--- config.mk ---
export PLATFORM = sky130hd
export DESIGN_NAME = mode_regs_bank_flat
export DESIGN_NICKNAME = d
export VERILOG_FILES = /design/src/mode_regs_pkg.sv /design/src/mode_link_if.sv /design/src/mode_regs_bank.sv /design/src/flat_wrapper.sv
export SDC_FILE = /design/constraint.sdc
export NUM_CORES = 1
export LEC_CHECK = 0
export BUFFER_PORTS_ARGS = -buffer_cell sky130_fd_sc_hd__buf_2
export CAP_MARGIN = 20
export CORE_MARGIN = 3
export CORE_UTILIZATION = 48
export CTS_CLUSTER_SIZE = 8
export DETAILED_ROUTE_END_ITERATION = 10
export PLACE_DENSITY = 0.81
export SLEW_MARGIN = 20
export SYNTH_ARGS = -nofsm -noshare
export SYNTH_HDL_FRONTEND = slang
export SYNTH_SLANG_ARGS = --single-unit
--- constraint.sdc ---
create_clock -name mclk -period 4.2 [get_ports mclk]
set_input_delay 0 -clock mclk [delete_from_list [all_inputs] [get_ports mclk]]
set_output_delay 0 -clock mclk [all_outputs]
set_load 0.05 [all_outputs]
--- src/mode_regs_pkg.sv ---
// Package: register map, fields, reset values and timing for the mode bank
package mode_regs_pkg;

    localparam int unsigned PTR_W = 8;
    localparam int unsigned DATA_W = 8;

    // Register pointer values
    localparam logic [5:0] ADDR_MODE_ZERO = 6'h00;
    localparam logic [5:0] ADDR_MODE_ONE  = 6'h01;
    localparam logic [5:0] ADDR_MODE_TWO  = 6'h02;
    localparam logic [5:0] ADDR_LAST      = 6'h02;

    // Field positions
    localparam int unsigned STD_LSB    = 0;
    localparam int unsigned LUMA_LSB   = 2;
    localparam int unsigned CHROMA_LSB = 5;
    localparam int unsigned ILACE_BIT  = 0;
    localparam int unsigned CAP_LSB    = 1;
    localparam int unsigned DAC_A_BIT  = 3;
    localparam int unsigned RSV1_BIT   = 4;
    localparam int unsigned DAC_B_BIT  = 5;
    localparam int unsigned DAC_C_BIT  = 6;
    localparam int unsigned BARS_BIT   = 7;
    localparam int unsigned SQPIX_BIT  = 0;
    localparam int unsigned GLIN_BIT   = 1;
    localparam int unsigned GLKIND_BIT = 2;
    localparam int unsigned LINE_BIT   = 3;
    localparam int unsigned CHR_BIT    = 4;
    localparam int unsigned BURST_BIT  = 5;
    localparam int unsigned LOWP_BIT   = 6;
    localparam int unsigned RSV0_BIT   = 7;

    // Reset values: DACs A and C powered down, all else zero
    localparam logic [7:0] RST_MODE_ZERO = 8'h00;
    localparam logic [7:0] RST_MODE_ONE  = 8'h48;
    localparam logic [7:0] RST_MODE_TWO  = 8'h00;
    localparam logic [7:0] RST_POINTER   = 8'h00;
    localparam logic [1:0] PTR_TOP_ZERO  = 2'h0;
    localparam logic [7:0] READ_ZERO     = 8'h00;

    // Output standard codes
    typedef enum logic [1:0] {
        STD_NTSC   = 2'h0,
        STD_PAL_BG = 2'h1,
        STD_PAL_MN = 2'h2,
        STD_RSVD   = 2'h3
    } output_standard_mode_t;

    // Active line length in pixels
    localparam logic [9:0] LINE_LEN_FULL = 10'h2D0;
    localparam logic [9:0] LINE_LEN_NTSC = 10'h2C6;
    localparam logic [9:0] LINE_LEN_PAL  = 10'h2BE;

    // Host engine: pause between transfers
    localparam int unsigned CLK_HZ       = 10_000_000;
    localparam int unsigned GAP_NS       = 200;
    localparam int unsigned GAP_CYCLES   =
        (GAP_NS * (CLK_HZ / 1_000_000) + 999) / 1000;

endpackage

--- src/mode_link_if.sv ---
// Interface: byte-level two-wire transfer link between host and bank
`timescale 1ns/1ps
interface mode_link_if;
    logic       start;      // Transfer opens, pointer byte follows
    logic       wr_valid;   // Data byte strobe, write direction
    logic [7:0] wr_data;
    logic       rd_req;     // Read byte request
    logic       stop;       // Transfer closes
    logic       ack;        // Byte acknowledged by bank
    logic       nack;       // Byte refused by bank
    logic [7:0] rd_data;
    logic       rd_valid;

    modport device (
        input  start, wr_valid, wr_data, rd_req, stop,
        output ack, nack, rd_data, rd_valid
    );
    modport host (
        output start, wr_valid, wr_data, rd_req, stop,
        input  ack, nack, rd_data, rd_valid
    );
endinterface

--- src/mode_regs_bank.sv ---
// Device end: pointer and three mode registers with decoded controls
//
// What this block does
// - Write-only 8-bit pointer selects transfer target
// - Host writes zeros into pointer top bits
// - Pointer low six bits give start register
// - Pointer 0,1,2 decode mode registers 0,1,2
// - Mode zero low bits select TV standard
// - Luma filter field independent of standard
// - Chroma filter field in mode zero top
// - Mode one bit zero selects interlace
// - Two bits choose caption field(s)
// - Three bits power down individual DACs
// - Host writes one into reserved bit
// - Top bit enables internal colour bars
// - Colour bars force timing master
// - Square pixel only in slave timing
// - Genlock bit makes shared pin input
// - Rising pin edge resets subcarrier sequence
// - Otherwise pin carries real-time lock data
// - Line length 720, or 710/702 pixels
// - Separate chroma and burst enables
// - Low-power mode cuts DAC current
// - Host writes zero into reserved top
// - DACs A and C powered down at reset
// - Pointer advances after each accepted write and each read below register 2
`timescale 1ns/1ps
module mode_regs_bank
    import mode_regs_pkg::*;
(
    // Clock and reset
    input  wire logic                          mclk,
    input  wire logic                          rst_n,
    // Byte link from host
    mode_link_if.device                        link,
    // Genlock pin and timing request
    input  wire logic                          subcarrier_lock_pin,
    input  wire logic                          slave_timing_req,
    // Decoded controls
    output mode_regs_pkg::output_standard_mode_t output_standard_mode,
    output logic [2:0]                         luma_filter_select,
    output logic [2:0]                         chroma_filter_select,
    output logic                               interlace_select,
    output logic [1:0]                         caption_field_select,
    output logic                               dac_a_powerdown,
    output logic [1:0]                         dac_bc_powerdown,
    output logic                               color_bar_enable,
    output logic                               timing_master,
    output logic                               square_pixel_active,
    output logic                               subcarrier_lock_oe_n,
    output logic                               subcarrier_reset,
    output logic                               rtc_lock_valid,
    output logic                               rtc_lock_data,
    output logic [9:0]                         active_line_length,
    output logic                               chroma_output_enable,
    output logic                               burst_output_enable,
    output logic                               low_power_enable
);
    import mode_regs_pkg::*;

    typedef enum logic [1:0] {
        ST_IDLE,
        ST_POINTER,
        ST_DATA
    } phase_t;

    typedef struct packed {
        phase_t     phase;
        logic [7:0] pointer;
        logic [7:0] mode_zero;
        logic [7:0] mode_one;
        logic [7:0] mode_two;
        logic       ack;
        logic       nack;
        logic [7:0] rd_data;
        logic       rd_valid;
        logic       pin_prev;
        logic       sc_reset;
        logic       rtc_valid;
        logic       rtc_data;
    } bank_state_t;

    bank_state_t s_q;
    bank_state_t s_d;
    logic [5:0]  sel;
    logic [7:0]  rd_word;

    assign sel = s_q.pointer[5:0];

    always_comb begin
        unique case (sel)
            ADDR_MODE_ZERO: rd_word = s_q.mode_zero;
            ADDR_MODE_ONE:  rd_word = s_q.mode_one;
            ADDR_MODE_TWO:  rd_word = s_q.mode_two;
            default:        rd_word = READ_ZERO;
        endcase
    end

    always_comb begin
        s_d = s_q;
        s_d.ack = 1'b0;
        s_d.nack = 1'b0;
        s_d.rd_valid = 1'b0;
        s_d.sc_reset = 1'b0;
        s_d.rtc_valid = 1'b0;
        s_d.pin_prev = subcarrier_lock_pin;
        if (link.start) begin
            s_d.phase = ST_POINTER;
        end else if (link.stop) begin
            s_d.phase = ST_IDLE;
        end else begin
            unique case (s_q.phase)
                ST_IDLE: begin
                end
                ST_POINTER: begin
                    if (link.wr_valid) begin
                        // Pointer is never readable back
                        s_d.pointer = link.wr_data;
                        if (link.wr_data[5:0] > ADDR_LAST) begin
                            s_d.nack = 1'b1;
                            s_d.phase = ST_IDLE;
                        end else begin
                            s_d.ack = 1'b1;
                            s_d.phase = ST_DATA;
                        end
                    end
                end
                ST_DATA: begin
                    if (link.wr_valid) begin
                        if (sel > ADDR_LAST) begin
                            s_d.nack = 1'b1;
                            s_d.phase = ST_IDLE;
                        end else begin
                            // Whole byte lands at once
                            unique case (sel)
                                ADDR_MODE_ZERO: s_d.mode_zero = link.wr_data;
                                ADDR_MODE_ONE:  s_d.mode_one = link.wr_data;
                                default:        s_d.mode_two = link.wr_data;
                            endcase
                            s_d.ack = 1'b1;
                            s_d.pointer = s_q.pointer + 8'h01;
                        end
                    end else if (link.rd_req) begin
                        s_d.rd_data = rd_word;
                        s_d.rd_valid = 1'b1;
                        // At the last register the pointer holds, so it repeats
                        if (sel < ADDR_LAST) begin
                            s_d.pointer = s_q.pointer + 8'h01;
                        end
                    end
                end
                default: s_d.phase = ST_IDLE;
            endcase
        end
        // Shared pin as input only when enabled
        if (s_q.mode_two[GLIN_BIT]) begin
            if (!s_q.mode_two[GLKIND_BIT]) begin
                s_d.sc_reset = subcarrier_lock_pin
                               && !s_q.pin_prev;
            end else begin
                s_d.rtc_valid = 1'b1;
                s_d.rtc_data = subcarrier_lock_pin;
            end
        end
    end

    always_ff @(posedge mclk or negedge rst_n) begin
        if (!rst_n) begin
            s_q <= '{phase: ST_IDLE, pointer: RST_POINTER,
                     mode_zero: RST_MODE_ZERO,
                     mode_one: RST_MODE_ONE,
                     mode_two: RST_MODE_TWO, ack: 1'b0, nack: 1'b0,
                     rd_data: READ_ZERO, rd_valid: 1'b0,
                     pin_prev: 1'b0, sc_reset: 1'b0,
                     rtc_valid: 1'b0, rtc_data: 1'b0};
        end else begin
            s_q <= s_d;
        end
    end

    assign link.ack = s_q.ack;
    assign link.nack = s_q.nack;
    assign link.rd_data = s_q.rd_data;
    assign link.rd_valid = s_q.rd_valid;

    // Mode zero fields
    assign output_standard_mode =
        output_standard_mode_t'(s_q.mode_zero[STD_LSB +: 2]);
    assign luma_filter_select = s_q.mode_zero[LUMA_LSB +: 3];
    assign chroma_filter_select = s_q.mode_zero[CHROMA_LSB +: 3];
    // Mode one fields
    assign interlace_select = s_q.mode_one[ILACE_BIT];
    assign caption_field_select = s_q.mode_one[CAP_LSB +: 2];
    assign dac_a_powerdown = s_q.mode_one[DAC_A_BIT];
    assign dac_bc_powerdown = {s_q.mode_one[DAC_C_BIT],
                               s_q.mode_one[DAC_B_BIT]};
    assign color_bar_enable = s_q.mode_one[BARS_BIT];
    // Bars override any slave timing request
    assign timing_master = s_q.mode_one[BARS_BIT] || !slave_timing_req;
    // Square pixel honoured only when slaved
    assign square_pixel_active = s_q.mode_two[SQPIX_BIT] && !timing_master;
    assign subcarrier_lock_oe_n = s_q.mode_two[GLIN_BIT];
    assign subcarrier_reset = s_q.sc_reset;
    assign rtc_lock_valid = s_q.rtc_valid;
    assign rtc_lock_data = s_q.rtc_data;
    // Line length by standard
    assign active_line_length = !s_q.mode_two[LINE_BIT] ? LINE_LEN_FULL :
        (output_standard_mode == STD_NTSC) ? LINE_LEN_NTSC : LINE_LEN_PAL;
    assign chroma_output_enable = s_q.mode_two[CHR_BIT];
    assign burst_output_enable = s_q.mode_two[BURST_BIT];
    assign low_power_enable = s_q.mode_two[LOWP_BIT];
endmodule

--- src/flat_wrapper.sv ---
// flat-port wrapper written by rule: the top's interface ports become plain ports
module mode_regs_bank_flat import mode_regs_pkg::*;
  (mclk, rst_n, subcarrier_lock_pin, slave_timing_req, output_standard_mode, luma_filter_select, chroma_filter_select, interlace_select, caption_field_select, dac_a_powerdown, dac_bc_powerdown, color_bar_enable, timing_master, square_pixel_active, subcarrier_lock_oe_n, subcarrier_reset, rtc_lock_valid, rtc_lock_data, active_line_length, chroma_output_enable, burst_output_enable, low_power_enable, link_start, link_wr_valid, link_wr_data, link_rd_req, link_stop, link_ack, link_nack, link_rd_data, link_rd_valid);
  mode_link_if link_i ();
  input  wire logic mclk;
  input  wire logic rst_n;
  input  wire logic subcarrier_lock_pin;
  input  wire logic slave_timing_req;
  output mode_regs_pkg::output_standard_mode_t output_standard_mode;
  output logic [2:0] luma_filter_select;
  output logic [2:0] chroma_filter_select;
  output logic interlace_select;
  output logic [1:0] caption_field_select;
  output logic dac_a_powerdown;
  output logic [1:0] dac_bc_powerdown;
  output logic color_bar_enable;
  output logic timing_master;
  output logic square_pixel_active;
  output logic subcarrier_lock_oe_n;
  output logic subcarrier_reset;
  output logic rtc_lock_valid;
  output logic rtc_lock_data;
  output logic [9:0] active_line_length;
  output logic chroma_output_enable;
  output logic burst_output_enable;
  output logic low_power_enable;
  input wire logic [$bits(link_i.start)-1:0] link_start;
  input wire logic [$bits(link_i.wr_valid)-1:0] link_wr_valid;
  input wire logic [$bits(link_i.wr_data)-1:0] link_wr_data;
  input wire logic [$bits(link_i.rd_req)-1:0] link_rd_req;
  input wire logic [$bits(link_i.stop)-1:0] link_stop;
  output wire logic [$bits(link_i.ack)-1:0] link_ack;
  output wire logic [$bits(link_i.nack)-1:0] link_nack;
  output wire logic [$bits(link_i.rd_data)-1:0] link_rd_data;
  output wire logic [$bits(link_i.rd_valid)-1:0] link_rd_valid;
  assign link_i.start = link_start;
  assign link_i.wr_valid = link_wr_valid;
  assign link_i.wr_data = link_wr_data;
  assign link_i.rd_req = link_rd_req;
  assign link_i.stop = link_stop;
  assign link_ack = link_i.ack;
  assign link_nack = link_i.nack;
  assign link_rd_data = link_i.rd_data;
  assign link_rd_valid = link_i.rd_valid;
  mode_regs_bank u_core (.mclk(mclk), .rst_n(rst_n), .link(link_i), .subcarrier_lock_pin(subcarrier_lock_pin), .slave_timing_req(slave_timing_req), .output_standard_mode(output_standard_mode), .luma_filter_select(luma_filter_select), .chroma_filter_select(chroma_filter_select), .interlace_select(interlace_select), .caption_field_select(caption_field_select), .dac_a_powerdown(dac_a_powerdown), .dac_bc_powerdown(dac_bc_powerdown), .color_bar_enable(color_bar_enable), .timing_master(timing_master), .square_pixel_active(square_pixel_active), .subcarrier_lock_oe_n(subcarrier_lock_oe_n), .subcarrier_reset(subcarrier_reset), .rtc_lock_valid(rtc_lock_valid), .rtc_lock_data(rtc_lock_data), .active_line_length(active_line_length), .chroma_output_enable(chroma_output_enable), .burst_output_enable(burst_output_enable), .low_power_enable(low_power_enable));
endmodule
## Word level (Yosys, flattened, before mapping)

Cells that the tools add are included.

| word-level totals | value |
|---|---|
| flip-flop bits (word level) | 49 |
| latch bits | 0 |
| memory bits (writable) | 0 |
| ROM bits | 0 |
| output and inout bits | 45 |
| word-level logic and storage cells | 84 |
| memories | 0 |

| cells by class | value |
|---|---|
| add/sub/neg operators | 1 |
| $mul | 0 |
| div/mod/pow operators | 0 |
| magnitude comparators | 3 |
| equal/unequal tests | 12 |
| shift-type cells | 0 |
| mux-type cells | 32 |
| bitwise operators | 5 |
| reductions and logical operators | 18 |

Operators by type and width:

| kind | count |
|---|---|
| $mux W8 | 6 |
| $mux W33 | 1 |
| $mux W9 | 3 |
| $pmux W8 S3 | 1 |
| $mux W11 | 2 |
| $reduce_and A6 Y1 | 3 |
| $mux W2 | 8 |
| $pmux W8 S2 | 1 |
| $mux W7 | 2 |
| $gt A6 B2 Y1 const B | 2 |
| $mux W10 | 1 |
| $ne A3 B3 Y1 const B | 3 |
| $add A8 B1 Y8 const B | 1 |
| $ne A4 B4 Y1 const B | 2 |
| $reduce_and A7 Y1 | 1 |
| $eq A6 B1 Y1 const B | 1 |
| $eq A6 B2 Y1 const B | 1 |
| $logic_not A6 Y1 | 1 |
| $lt A6 B2 Y1 const B | 1 |
| $pmux W2 S3 | 1 |
| $not A1 Y1 | 5 |
| $reduce_and A5 Y1 | 1 |
| $logic_not A2 Y1 | 2 |
| $mux W1 | 4 |
| 14 further kinds | 17 |

## Logic depth before layout (Yosys ltp)

| logic depth | value |
|---|---|
| word-level depth | 8 |
| depth in mapped cells | 8 |

## Least setup slack after synthesis

OpenSTA, ideal clock, no wires.

| path | value |
|---|---|
| path kind | reg2out |
| start | register u_core.s_q (netlist bit u_core.output_standard_mode[1]) |
| end | output port active_line_length[5] |
| arrival | 2.531 ns |
| path slack | 1.669 ns |
| stages on the path, launching flop included | 4 |
| buffers on the path | 1 |
| cells stage by stage | dfrtp_1 -> o21ai_0 -> inv_1 -> buf_4 |

| on the way | value |
|---|---|
| cells in the longest elaborated chain, start to end | 3 |

RTL lines:

| what | RTL line | text |
|---|---|---|
| from (decl) | mode_regs_bank.sv:83 | `bank_state_t s_q;` |
| from (signal assigned) | mode_regs_bank.sv:169 | `s_q <= '{phase: ST_IDLE, pointer: RST_POINTER,` |
| $logic_not A2 Y1 | mode_regs_bank.sv:208 | `(output_standard_mode == STD_NTSC) ? LINE_LEN_NTSC : LINE_LEN_PAL;` |
| $mux W7 | mode_regs_bank.sv:208 |  |
| $mux W7 | mode_regs_bank.sv:207 | `assign active_line_length = !s_q.mode_two[LINE_BIT] ? LINE_LEN_FULL :` |
| to (decl) | flat_wrapper.sv:23 | `output logic [9:0] active_line_length;` |

Every way passes these cells.

## Worst setup path after layout

| path | value |
|---|---|
| start | register u_core.s_q[39] in the netlist's numbering |
| end | register u_core.s_q[48] in the netlist's numbering |

| on the way | value |
|---|---|
| cells in the longest elaborated chain, start to end | 3 |

RTL lines:

| what | RTL line | text |
|---|---|---|
| $gt A6 B2 Y1 | mode_regs_bank.sv:130 | `if (sel > ADDR_LAST) begin` |
| $ne A4 B3 Y1 (no source line) | -- |  |
| $reduce_and A4 Y1 (no source line) | -- |  |

Every way passes these cells.
A chain may end at the register's enable or synchronous reset.

==> results.yml <==
placement:
  dp.cells: 293
  dp_hpwl_um: 3560
  place.gp.congestion: 0.845
  io_buffers: 56
  dpl-instance-area_mm2: 0.00253
  place_ws_ns: 1.83
yosys:
  ys_types: 37
  synth_enable_flop_cells: 0
  synthFlopType: "dfrtp_1"
  netlist.top_cell.by_area: "dfrtp_1"
  yosysMostFrequentCell: "dfrtp_1"
  syn_inst: 201
  ys_ff_latch: 47
  synth_top_area_share_pct: 47.3
  async_flop_share_pct: 100
  syn_avg_cell_area_um2: 11.8
  yosysWarnings: 0
  ys_top_cells_by_count: "dfrtp_1 (45), mux2_2 (30), buf_4 (27), inv_1 (11), nand2_1 (11)"
  yosys-top-cells-area: "dfrtp_1 (47%), mux2_2 (14%), buf_4 (8.5%), ha_1 (3.7%), a222oi_1 (3.4%)"
  syn_area_mm2: 0.00238
  ys_seq_area_share_pct: 49.5
finish:
  fin_util_pct: 60.1
  instances_no_fill: 308
  area_growth_pct: 15.2
  drive_gt1_share_pct: 43.6
  final_nets: 265
  diodes: 0
  final_area_mm2: 0.00274
drt:
  avgViaCountPerCell: 5.51
  drc: 0
  ant_nets: 0
  vias: 1696
  drt_first_pass_iters: 5
  drtIter0Drc: 126
  drt-total-wl_um: 5090
  wl_per_cell_um: 16.5
timing:
  tightest_slew_ns: 0.584
  fin_ws_ns: 1.46
  slew_headroom_pct: 61.1
  tns_ns: 0
  hold_viol: 0
  slew_viol_final: 0
  fin_crit_sh_pct: 65.3
  finClkSkew_ns: 0.00428
  period_minus_slack_ns: 2.74
  rsz0062_at_grt: "false"
  max_freq_mhz: 365
  setup_viol: 0
worst_setup_path:
  crit_fanout: 10
  cp_cell_sequence: "inv_1, ha_1, nand2b_1, a31o_2, or4b_4, a311oi_2, dlygate4sd3_1"
  required_ns: 4.44
  start_kind: "register"
  crit_arrival_ns: 2.98
  slowest_stage: "dlygate4sd3_1"
  cp-end-kind: "register"
  cpPeakStageDelay_ns: 0.57
  crit_type: "register to register"
die:
  start_util_pct: 52.1
  ioPinCount: 61
  num_rows: 24
  die_area_mm2: 0.00584
  core_area_mm2: 0.00456
  die_w_um: 76.4
  dieHeight_um: 76.4
power_and_ir_drop:
  p_leak_nw: 1.43
  irDropWorstVdd_uv: 188
  power.density_mw_per_mm2: 365
grt:
  grt_first_pass_wirelength_um: 8600
  grt_pass1_vias: 1703
  grt_max_degree: 48
  antenna_found_initial: 0
  grtUsageTotal_pct: 18.5
  overflow: 0
worst_hold_path:
  hp-class: "primary input to register"
clock_network:
  clkSinkCount: 47
  cts.clk_slew.worst_paths_ns: 0.09
  clock_path_buffers: 2
  worstSkewPairLatency_ns: 0.30
  cts-buffers-inserted: 5
  cts_tree: "built"
  clockRootBuffer: "clkbuf_8"
  cts_setup_buffers: 0
  h-tree-depth: 2
status:
  status: "finished, final reports clean"
flow_run:
  max_cap_violations: 0
==> area by class of cell <==
class	count	area (um2)
Tap cell	65	81.3
Timing Repair Buffer	64	360
Fill cell	381	1820
Multi-Input combinational cell	113	945
Sequential cell	47	1180
Clock inverter	3	67.6
Inverter	11	41.3
Clock buffer	5	68.8
==> cells in the final DEF (no fill, tap or decap), types with 4 or more instances in the layout <==
| cell type | Yosys | routed |
|---|---|---|
| nor2b_1 | 4 | 4 |
| a222oi_1 | 8 | 8 |
| inv_1 | 11 | 11 |
| a21oi_1 | 5 | 5 |
| dfrtp_1 | 45 | 45 |
| o21ai_0 | 10 | 10 |
| clkbuf_8 | 0 | 5 |
| dlygate4sd3_1 | 0 | 7 |
| conb_1 | 2 | 4 |
| nand2_1 | 11 | 11 |
| mux2_2 | 30 | 30 |
| buf_2 | 1 | 55 |
| ha_1 | 7 | 7 |
| nor2_1 | 6 | 6 |
==> state kept, by name, indices dropped and copies added, names as in the netlist, 2 cells and up <==
register                     cells
u_core.caption_field_select      2
u_core.luma_filter_select        3
u_core.output_standard_mode      2
u_core.s_q                      14
u_core.chroma_filter_select      3
u_core.link.rd_data              8
u_core.dac_bc_powerdown          2
==> routing by layer <==
metal / routed length [um] / track usage, %
met4: 18 / 6.70
met3: 391 / 5.56
met5: 0 / 0
met2: 2560 / 30.5
met1: 2130 / 22.8
==> stage by stage <==
step           hold WS (ns)  total power, W
6_report             0.0129         0.00100
3_5_place_dp          0.138        0.000617
4_1_cts             0.00413         0.00101
2_1_floorplan        -0.296        0.000575
3_3_place_gp          0.133        0.000612
5_1_grt             0.00974         0.00104
==> worst max-delay path, delay by kind of cell, from the launching register on <==
| kind | cells | cell delay [ns] |
|---|---|---|
| AND/OR/NAND/NOR | 2 | 0.74 |
| adder cells (fa/ha/maj) | 1 | 0.34 |
| AO/OA/AOI/OAI | 2 | 0.52 |
| flip-flops | 1 | 0.42 |
| buffers and inverters | 2 | 0.65 |
==> logic make-up (layout without fill, tap and decap cells) <==
family                     Yosys count  count (layout)  share of synthesized area [%]
DFF                                 47              47                           49.5
buffers and inverters               43              83                           11.1
and+or+nand+nor                     37              37                           9.36
AOI/OAI and AO/OA                   34              34                           11.4
muxes                               31              31                           14.6
adders and majority gates            7               7                           3.68
other                                2               4                          0.316
==> final timing paths <==
check | depth (start not counted) | start | slack (ns) | to
worst max-delay path | 7 | u_core.s_q[39] | 1.46 | u_core.s_q[48]
worst min-delay path | 2 | link_wr_data[3] | 0.01 | u_core.luma_filter_select[1]
worst max register to register | 7 | u_core.s_q[39] | 1.46 | u_core.s_q[48]
worst min register to register | 1 | u_core.s_q[3] | 0.42 | u_core.subcarrier_reset
max in group asynchronous | 2 | rst_n | 3.56 | u_core.s_q[43]
min in group asynchronous | 2 | rst_n | 0.22 | u_core.link.rd_data[7]
==> timing repair <==
action	4_1_cts	5_1_grt
endpoints found under the hold margin	56	0
resized for setup	0	0
hold buffers	7	0
==> report_power, final <==
| group | switching [W] | internal, W |
|---|---|---|
| Combinational | 0.0000831 | 0.0000452 |
| Clock | 0.000152 | 0.000237 |
| Sequential | 0.0000150 | 0.000469 |
| Total | 0.000250 | 0.000751 |
(Power assumes the default switching activity.)
